`src/inc/checksum_pkg.sv`:
```
// Function
// RULE_01: sum every program word from zero up to the top user address parameter.
// RULE_02: drop carries above bit 15; result is the low 16 bits.
// RULE_03: after memory words add the configuration word masked with 0x3f3f.
// RULE_04: id term packs low nibbles of four id words, first id most significant.
// RULE_05: address ranges include both end addresses.
// RULE_06: protection setting picks terms; protected parts also add the id term.
// RULE_07: from an image, protected words are zeroed to match a protected part read.
// RULE_08: programmer reads whole memory from a part; config and id always readable.
// RULE_09: clear at start, one word per valid cycle, done with result after terms.
// RULE_10: protected segments read as zeros and add nothing.
`default_nettype none
package checksum_pkg;
	localparam logic [15:0] CFG_MASK = 16'h3f3f;
	localparam logic [15:0] ID_NIBBLE_MASK = 16'h000f;
	localparam logic [15:0] SUM_RESET = 16'h0000;
	localparam int ID_COUNT = 4;
	localparam int DEFAULT_TOP_ADDR = 'h1ff;
	localparam int DEFAULT_ADDR_W = 13;
	// protection levels as given on the setting input
	typedef enum logic [1:0] {
		PROT_OFF = 2'b00,
		PROT_HALF = 2'b01,
		PROT_3Q = 2'b10,
		PROT_ALL = 2'b11
	} prot_e;
	typedef enum logic [2:0] {
		ST_IDLE = 3'b000,
		ST_MEM = 3'b001,
		ST_CFG = 3'b010,
		ST_ID = 3'b011,
		ST_DONE = 3'b100
	} state_e;
endpackage
`default_nettype wire

```
`src/design/id_nibble_pack.sv`:
```
`timescale 1ns/1ps
`default_nettype none
module id_nibble_pack
	import checksum_pkg::*;
(
	// raw id words
	input wire logic [15:0] firstIdWord,
	input wire logic [15:0] idWord1,
	input wire logic [15:0] idWord2,
	input wire logic [15:0] idWord3,
	// packed term
	output logic [15:0] idNibbleWord
);
	// first id word lands in the top nibble
	assign idNibbleWord = {firstIdWord[3:0], idWord1[3:0], idWord2[3:0], idWord3[3:0]}; // RULE_04
endmodule
`default_nettype wire

```
`src/design/program_memory_checksum.sv`:
```
`timescale 1ns/1ps
`default_nettype none
module program_memory_checksum
	import checksum_pkg::*;
#(
	parameter int ADDR_W = DEFAULT_ADDR_W,
	parameter logic [ADDR_W-1:0] TOP_ADDR = ADDR_W'(DEFAULT_TOP_ADDR)
) (
	// clock and reset
	input wire logic clk,
	input wire logic rst,
	// computation control
	input wire logic start,
	input wire logic fromImage,
	input wire logic [1:0] protLevel,
	input wire logic [ADDR_W-1:0] protBase,
	// memory word stream
	input wire logic wordValid,
	input wire logic [15:0] wordData,
	output logic wordReady,
	// side terms
	input wire logic [15:0] configWord,
	input wire logic [15:0] firstIdWord,
	input wire logic [15:0] idWord1,
	input wire logic [15:0] idWord2,
	input wire logic [15:0] idWord3,
	// result
	output logic busy,
	output logic done,
	output logic [15:0] checksum
);
	state_e state;
	logic [ADDR_W-1:0] addr;
	logic [15:0] sum;
	logic [15:0] idNibbleWord;
	logic [15:0] configWordTerm;
	logic [15:0] memTerm;
	logic protectOn;
	logic wordTaken;

	id_nibble_pack packer (
		.firstIdWord(firstIdWord),
		.idWord1(idWord1),
		.idWord2(idWord2),
		.idWord3(idWord3),
		.idNibbleWord(idNibbleWord)
	);

	assign configWordTerm = configWord & CFG_MASK; // RULE_03
	assign protectOn = (protLevel != PROT_OFF); // RULE_06
	// image words from the protected base up are zeroed, like a protected part reads
	assign memTerm = (fromImage && protectOn && addr >= protBase) ? 16'h0000 : wordData; // RULE_07 RULE_10
	assign wordReady = (state == ST_MEM);
	assign wordTaken = wordReady && wordValid;
	assign busy = (state != ST_IDLE) && (state != ST_DONE);

	// sequence: memory words, then config term, then optional id term
	always_ff @(posedge clk) begin
		if (rst) begin
			state <= ST_IDLE;
		end else if (start) begin
			state <= ST_MEM; // RULE_09
		end else begin
			case (state)
				ST_MEM: begin
					if (wordTaken && addr == TOP_ADDR) begin
						state <= ST_CFG; // RULE_05
					end
				end
				ST_CFG: begin
					state <= protectOn ? ST_ID : ST_DONE; // RULE_06
				end
				ST_ID: begin
					state <= ST_DONE;
				end
				ST_IDLE, ST_DONE: begin
					state <= state;
				end
				default: begin
					state <= ST_IDLE;
				end
			endcase
		end
	end

	// word address tracks which location the next word is
	always_ff @(posedge clk) begin
		if (rst || start) begin
			addr <= '0;
		end else if (wordTaken) begin
			addr <= addr + 1'b1; // RULE_01
		end
	end

	// 16-bit adder naturally drops carries out of bit 15
	always_ff @(posedge clk) begin
		if (rst || start) begin
			sum <= SUM_RESET; // RULE_09
		end else if (wordTaken) begin
			sum <= sum + memTerm; // RULE_01 RULE_02
		end else if (state == ST_CFG) begin
			sum <= sum + configWordTerm; // RULE_03
		end else if (state == ST_ID) begin
			sum <= sum + idNibbleWord; // RULE_04
		end
	end

	// result and done flag registered together
	always_ff @(posedge clk) begin
		if (rst || start) begin
			done <= 1'b0;
			checksum <= SUM_RESET;
		end else if ((state == ST_CFG && !protectOn) || state == ST_ID) begin
			done <= 1'b1; // RULE_09
			checksum <= sum + (state == ST_ID ? idNibbleWord : configWordTerm);
		end
	end
endmodule
`default_nettype wire

```
`config.mk`:
```
export PLATFORM = sky130hd
export DESIGN_NAME = program_memory_checksum
export DESIGN_NICKNAME = d
export VERILOG_FILES = /design/src/inc/checksum_pkg.sv /design/src/design/id_nibble_pack.sv /design/src/design/program_memory_checksum.sv
export SDC_FILE = /design/constraint.sdc
export NUM_CORES = 1
export LEC_CHECK = 0
export ABC_CLOCK_PERIOD_IN_PS = 4200
export BUFFER_PORTS_ARGS = -buffer_cell sky130_fd_sc_hd__buf_4
export CORE_MARGIN = 4
export CORE_UTILIZATION = 30
export DETAILED_ROUTE_END_ITERATION = 7
export PLACE_DENSITY = 0.54
export SLEW_MARGIN = 5
export SYNTH_ARGS = -nofsm -noshare
export SYNTH_HDL_FRONTEND = slang
export SYNTH_SLANG_ARGS = --single-unit
export TNS_END_PERCENT = 100
```
`constraint.sdc`:
```
create_clock -name clk -period 4.2 [get_ports clk]
set_clock_uncertainty 0.05 [all_clocks]
set_input_delay 0.84 -clock clk [delete_from_list [all_inputs] [get_ports clk]]
set_output_delay 0.84 -clock clk [all_outputs]
set_load 0.01 [all_outputs]
```
==> results of run 1 <==
through the flow:
step	setup TNS [ns]	setup slack, ns	total power, mW	hold WS (ns)
finish	0	0.2188	1.346	0.4173
global route	0	0.001591	1.416	0.4418
CTS	0	0.03246	1.359	0.4246
detailed placement	-1.544	-0.2877	0.8101	0.4146
global placement	-1.679	-0.3234	0.8057	0.4047
floorplan	0	0.1377	0.6719	0.4035
flip-flops by register name, indices dropped and copies added (netlist names):
| signal | count |
|---|---|
| state | 3 |
| done | 1 |
| checksum | 16 |
| sum | 16 |
| addr | 13 |
logic make-up (layout without fill, tap and decap cells):
family                   Yosys count  in the layout  share of synthesized area, %
XOR/XNOR                          33             33                         7.064
AO/OA/AOI/OAI                    138            138                         21.71
multiplexers                      27             27                         6.972
adder cells (fa/ha/maj)           47             47                         14.74
buffers and inverters             42            156                         4.434
flip-flops                        49             49                         23.98
AND/OR/NAND/NOR                  178            178                         21.10
routing by layer:
layer	up-vias	routed length [um]
met5	-	0
met4	0	186
met3	15	550
met2	82	5842
met1	1906	5558
li1	2082	-
power by group:
group | switching (mW) | internal [mW]
Combinational | 0.166 | 0.158
Clock | 0.197 | 0.344
Sequential | 0.00899 | 0.472
Total | 0.372 | 0.974
layout make-up:
type                       instances  area [um2]  share of cell area [%]
timing repair buffer             126       945.9                   17.53
inverter                          22       82.58                   1.531
sequential                        49       980.9                   18.18
tap                              176       220.2                   4.082
clock buffer                       5       125.1                   2.319
clock inverter                     3       68.82                   1.276
multi-input combinational        423        2972                   55.08
cell usage after synthesis (4+ instances only):
cell | count | area (um2)
a31oi_1 | 7 | 43.79
clkbuf_1 | 10 | 37.54
xnor2_1 | 16 | 140.1
a21o_1 | 13 | 97.59
nand4_1 | 10 | 62.56
o21bai_1 | 5 | 37.54
nand3_1 | 22 | 110.1
nor2_1 | 44 | 165.2
xor2_1 | 17 | 148.9
ha_1 | 45 | 563.0
mux2_2 | 12 | 135.1
nand2_1 | 54 | 202.7
mux2i_1 | 15 | 150.1
nor4_1 | 4 | 25.02
dfxtp_1 | 49 | 980.9
and2_1 | 5 | 31.28
a21oi_1 | 45 | 225.2
o21ai_0 | 28 | 140.1
and3_1 | 8 | 50.05
a211oi_1 | 10 | 75.07
inv_1 | 22 | 82.58
nand2b_1 | 7 | 43.79
nor3_1 | 5 | 25.02
buf_2 | 6 | 30.03
or2_2 | 4 | 25.02
how the worst max path moves through the flow:
stage                  from                    to  slack, ns  cells past startpoint
3_3_place_gp    protBase[2]  sum[14]$_SDFFE_PP0P_      -0.32                     19
4_1_cts         protBase[2]  sum[15]$_SDFFE_PP0P_       0.03                     18
2_1_floorplan  protBase[12]  sum[14]$_SDFFE_PP0P_       0.14                     19
6_report       protBase[12]  sum[14]$_SDFFE_PP0P_       0.22                     19
5_1_grt        protBase[12]  sum[13]$_SDFFE_PP0P_      0.002                     19
3_5_place_dp    protBase[2]  sum[14]$_SDFFE_PP0P_      -0.29                     19
repair_timing:
item | in CTS | in global routing
pin swaps | 0 | 1
resized for setup | 1 | 9
setup endpoints to repair | 1 | 8
cloned | 0 | 0
worst reg2reg max path: stages (launching register included):
cell and delay, ns:
dfxtp_1 0.41, inv_1 0.06, ha_1 0.28, nor2b_1 0.04, o21ai_1 0.18, a21oi_2 0.10
a31oi_1 0.22, and2b_2 0.30, nand2_1 0.08, o21ai_0 0.08, ha_1 0.22, fa_1 0.40
a21o_1 0.17, a21o_1 0.21, a32oi_2 0.26, a31oi_2 0.16, a31oi_2 0.18, mux2i_1 0.20
nand2_1 0.07
==> impl_metrics.json, run 1 <==
{
  "dr.pass1.iters": 4,
  "power.density_nw_per_um2": 249.5,
  "antenna_found_initial": 0,
  "max-vdd-ir-drop_mv": 0.1363,
  "critical_path_buf_inv_count": 2,
  "drv_cap": 0,
  "route.detailed.drc": 0,
  "arrival_ns": 4.12,
  "fillers": 1360,
  "cts_tree": "built",
  "dp.cells": 796,
  "placement_rows": 42,
  "relSlewSlack_pct": 29.41,
  "grt_pass1_vias": 4097,
  "clk_path_buf_depth": 2,
  "yosys_warnings": 0,
  "clock-root-buffer": "clkbuf_16",
  "syn_inst": 514,
  "hold_viol": 0,
  "worst_slew_pin_slew_ns": 1.052,
  "finalSetupViolations": 0,
  "cts_hold_buf": 0,
  "vias_per_cell": 5.081,
  "postRouteAntennaNets": 0,
  "layout_commonest_cell": "buf_4",
  "layout.nets": 790,
  "fin_area_um2": 5395,
  "reg2regPathDepth": 18,
  "die_x_um": 124.8,
  "synth_top_flop_cell": "dfxtp_1",
  "slowest_stage": "fa_1",
  "hpwlAfterDp_um": 9737,
  "fin_crit_sh_pct": 94.79,
  "track_usage_pct": 15.55,
  "ff2ff_setup_slack_ns": 0.44,
  "grt_max_degree": 44,
  "fin_util_pct": 40.58,
  "outcome": "complete, no violations",
  "min_to": "checksum[0]$_SDFFE_PP0P_",
  "use_met1_pct": 19.39,
  "core_um2": 13300,
  "vias": 4085,
  "cpPeakStageDelay_ns": 0.40,
  "cp_top_family": "compound AO/OA/AOI/OAI gates",
  "syn_area_per_cell_um2": 7.960,
  "synth_cell_types": 60,
  "start_util_pct": 30.77,
  "cts.htree.levels": 2,
  "area_growth_pct": 31.87,
  "syn-num-nets": 677,
  "hp-class": "reg -> reg",
  "die_h_um": 124.8,
  "reg2reg_to": "sum[14]$_SDFFE_PP0P_",
  "num_io_pins": 135,
  "netlist_area_um2": 4091,
  "worstSetupStartpointType": "input pin",
  "hold_depth": 2,
  "drt_first_iter_violations": 273,
  "drive_gt1_share_pct": 26.43,
  "grt_use_met2_pct": 27.42,
  "clkSlewWorstSetupHoldPaths_ns": 0.07,
  "fin_crit_ns": 3.981,
  "crit_chain": "buf_4 -> inv_1 -> ha_1 -> o2111ai_1 -> nand3_1 -> nand3_1 -> a31oi_1 -> and2b_2 -> nand2_1 -> o21ai_0 -> ha_1 -> fa_1 -> a21o_1 -> a21o_1 -> a32oi_2 -> a31oi_2 -> a31oi_2 -> mux2i_1 -> nand2_1",
  "grt-busiest-layer": "met2",
  "min_from": "checksum[0]$_SDFFE_PP0P_",
  "gp_congestion": 0.8510,
  "cts_sinks": 49,
  "async_flop_share_pct": 0,
  "yosys_register_bits": 49,
  "wl_per_cell_um": 15.10,
  "use_met3_pct": 3.002,
  "placed_cell_area_um2": 5159,
  "clock_latency_ns": 0.30,
  "io_buffers": 82,
  "cp_max_fo": 4,
  "dieArea_um2": 15570,
  "final_cell_mix": "buf_4 (126), nand2_1 (54), dfxtp_1 (49), ha_1 (45), nor2_1 (44)",
  "antenna_cells": 0,
  "postCtsSetupBuffers": 0,
  "grt_pass1_wl_um": 19970,
  "r2r_start": "addr[0]$_SDFFE_PP0P_",
  "routed_wl_um": 12140,
  "grt_overflow_total": 0,
  "power.leakage_nw": 2.485,
  "maxSlewViolCount": 0,
  "rsz0062_at_grt": "no",
  "cts_inserted_buffers": 5,
  "path_class": "in -> reg",
  "instances_no_fill": 804,
  "cp-end-kind": "register",
  "required_ns": 4.34,
  "ys_seq_area_share_pct": 23.98,
  "fmaxAchievable_mhz": 251.2,
  "synth_edf_count": 0
}
(Power assumes the default switching activity.)
==> inputs of run 2 (changes only) <==
--- a/config.mk
+++ b/config.mk
@@ -5,6 +5,7 @@
 export SDC_FILE = /design/constraint.sdc
 export NUM_CORES = 1
 export LEC_CHECK = 0
+export ABC_AREA = 1
 export ABC_CLOCK_PERIOD_IN_PS = 4200
 export BUFFER_PORTS_ARGS = -buffer_cell sky130_fd_sc_hd__buf_4
 export CORE_MARGIN = 4
==> impl_metrics.json, run 2 <==
{
  "setup_slack_ns": 0.4649,
  "dr.pass1.iters": 5,
  "reg_top3": "checksum (16), sum (16), addr (13)",
  "dieArea_um2": 16100,
  "rsz0062_at_grt": "no",
  "antenna_cells": 0,
  "dp.cells": 913,
  "clkSlewWorstSetupHoldPaths_ns": 0.07,
  "maxSlewViolCount": 0,
  "cp_max_fo": 11,
  "fmaxAchievable_mhz": 267.7,
  "vias": 4406,
  "place_ws_ns": 0.03859,
  "tns_ns": 0,
  "netlist_area_um2": 4239,
  "placed_cell_area_um2": 5034,
  "cp-end-kind": "register",
  "grt_pass1_wl_um": 20250,
  "cts_sinks": 49,
  "start_util_pct": 30.54,
  "synth.top_cell.area_share_pct": 23.14,
  "hpwlAfterDp_um": 9817,
  "worstSetupStartpointType": "input pin",
  "ys_seq_area_share_pct": 23.14,
  "cpPeakStageDelay_ns": 0.38,
  "relSlewSlack_pct": 56.39,
  "synth_most_common_cell": "nand2_1",
  "drt_first_iter_violations": 262,
  "required_ns": 4.38,
  "fin_crit_ns": 3.735,
  "critical_path_buf_inv_count": 5,
  "hp-class": "reg -> reg",
  "drive_gt1_share_pct": 15.38,
  "cpMostUsedCell": "nand2_1",
  "num_io_pins": 135,
  "die_h_um": 126.9,
  "grt_overflow_total": 0,
  "layout_commonest_cell": "nand2_1",
  "fin_util_pct": 37.44,
  "synth_edf_count": 0,
  "hold_viol": 0,
  "cts_tree": "built",
  "synth_cell_types": 41,
  "instances_no_fill": 921,
  "grt_max_degree": 37,
  "syn_inst": 665,
  "yosys_warnings": 0,
  "die_x_um": 126.9,
  "io_buffers": 82,
  "routed_wl_um": 12140,
  "gp_congestion": 0.8868,
  "grt_pass1_vias": 4420,
  "fin_area_um2": 5197,
  "wl_per_cell_um": 13.18,
  "syn_area_per_cell_um2": 6.375,
  "clock-root-buffer": "clkbuf_16",
  "route.detailed.drc": 0,
  "arrival_ns": 3.92,
  "max-vdd-ir-drop_mv": 0.1438,
  "crit_chain": "buf_4 -> inv_1 -> ha_1 -> nand2_1 -> nor2_1 -> inv_1 -> nor2_1 -> nand2_1 -> nand3_1 -> nand2_2 -> buf_4 -> nand3_1 -> o21ai_0 -> ha_1 -> nand2_1 -> inv_1 -> nand3_1 -> o21ai_2 -> nand2_1 -> o21bai_1 -> nand2_1 -> nand2_1 -> nand2_1 -> a31oi_1",
  "async_flop_share_pct": 0,
  "layout.nets": 903,
  "syn-num-nets": 828,
  "power.leakage_nw": 2.771,
  "path_class": "in -> reg",
  "fin_crit_sh_pct": 88.93,
  "cts.htree.levels": 2,
  "power.density_nw_per_um2": 229.3,
  "antenna_found_initial": 0,
  "yosysTopAreaCell": "dfxtp_1",
  "core_um2": 13880,
  "postRouteAntennaNets": 0,
  "cp_top_family": "simple AND/OR/NAND/NOR gates",
  "slowest_stage": "ha_1",
  "vias_per_cell": 4.784,
  "drv_cap": 0,
  "placement_rows": 43,
  "final_cell_mix": "nand2_1 (124), inv_1 (103), buf_4 (85), o21ai_0 (76), nor2_1 (74)",
  "fin_hold_ws_ns": 0.4185,
  "finalSetupViolations": 0,
  "fillers": 1541,
  "synth_top_flop_cell": "dfxtp_1",
  "area_growth_pct": 22.61,
  "yosys_register_bits": 49,
  "cts_inserted_buffers": 5,
  "track_usage_pct": 15.28,
  "ys_top_cells_by_count": "nand2_1 (125), inv_1 (103), o21ai_0 (76), nor2_1 (74), nand3_1 (52)",
  "worst_slew_pin_slew_ns": 0.6535,
  "clk_path_buf_depth": 2,
  "cts_hold_buf": 0,
  "synth_area_leaders": "dfxtp_1 (23%), ha_1 (13%), nand2_1 (11%), inv_1 (9.1%), o21ai_0 (9.0%)",
  "clock_latency_ns": 0.30,
  "total_power_mw": 1.192,
  "outcome": "complete, no violations"
}
-- run 2: cell count changes after synthesis, moves of 9 or more --
cell / change
xnor2_1: -11
o21ai_0: +48
nand3_1: +30
inv_1: +81
nand2_1: +71
nor2_1: +30
mux2_2: -12
mux2i_1: -15
a211oi_1: -9
-- run 2: worst paths after layout --
kind | start | to | slack [ns] | depth (start not counted)
min | done$_SDFFE_PP0P_ | done$_SDFFE_PP0P_ | 0.42 | 2
min reg2reg | done$_SDFFE_PP0P_ | done$_SDFFE_PP0P_ | 0.42 | 2
max | protBase[12] | sum[13]$_SDFFE_PP0P_ | 0.46 | 24
max reg2reg | addr[10]$_SDFFE_PP0P_ | sum[13]$_SDFFE_PP0P_ | 0.76 | 22
-- run 2: cell families (layout without fill, tap and decap cells) --
family	Yosys count	in the layout	share of synthesized area (%)
and+or+nand+nor	279	279	28.93
AOI/OAI and AO/OA	148	148	18.95
buffers and inverters	125	201	11.25
DFF	49	49	23.14
adders and majority gates	47	47	14.23
xor gates and xnor gates	17	17	3.512
-- run 2: worst register-to-register path, delay by kind of cell, from the launching register on --
family	cells	cell delay, ns
compound gates	4	0.72
buf+inv	3	0.35
flops	1	0.36
simple gates	13	1.20
fa+ha+maj	2	0.70
-- run 2: per-layer routing --
layer | part of all wire [%] | GRT usage (%)
met1 | 47 | 19.05
met2 | 47 | 26.68
met3 | 5.1 | 2.989
met4 | 1.4 | 4.416
met5 | 0 | 0
-- run 2: layout make-up --
type	instances	area, um2	area share (%)
clock inverter	1	5.005	0.09629
timing repair buffer	85	638.1	12.28
clock buffer	7	152.6	2.937
inverter	108	407.9	7.848
tap	180	225.2	4.333
multi-input combinational	491	2788	53.64
sequential	49	980.9	18.87
-- run 2: power breakdown --
group	total (mW)	switching, mW	internal, mW
Clock	0.443	0.190	0.253
Combinational	0.269	0.154	0.115
Sequential	0.480	0.00815	0.472
-- run 2: timing repair --
item	4_1_cts	5_1_grt
buffers inserted	0	0
gates resized for setup	0	2
endpoints found under the setup margin	0	2
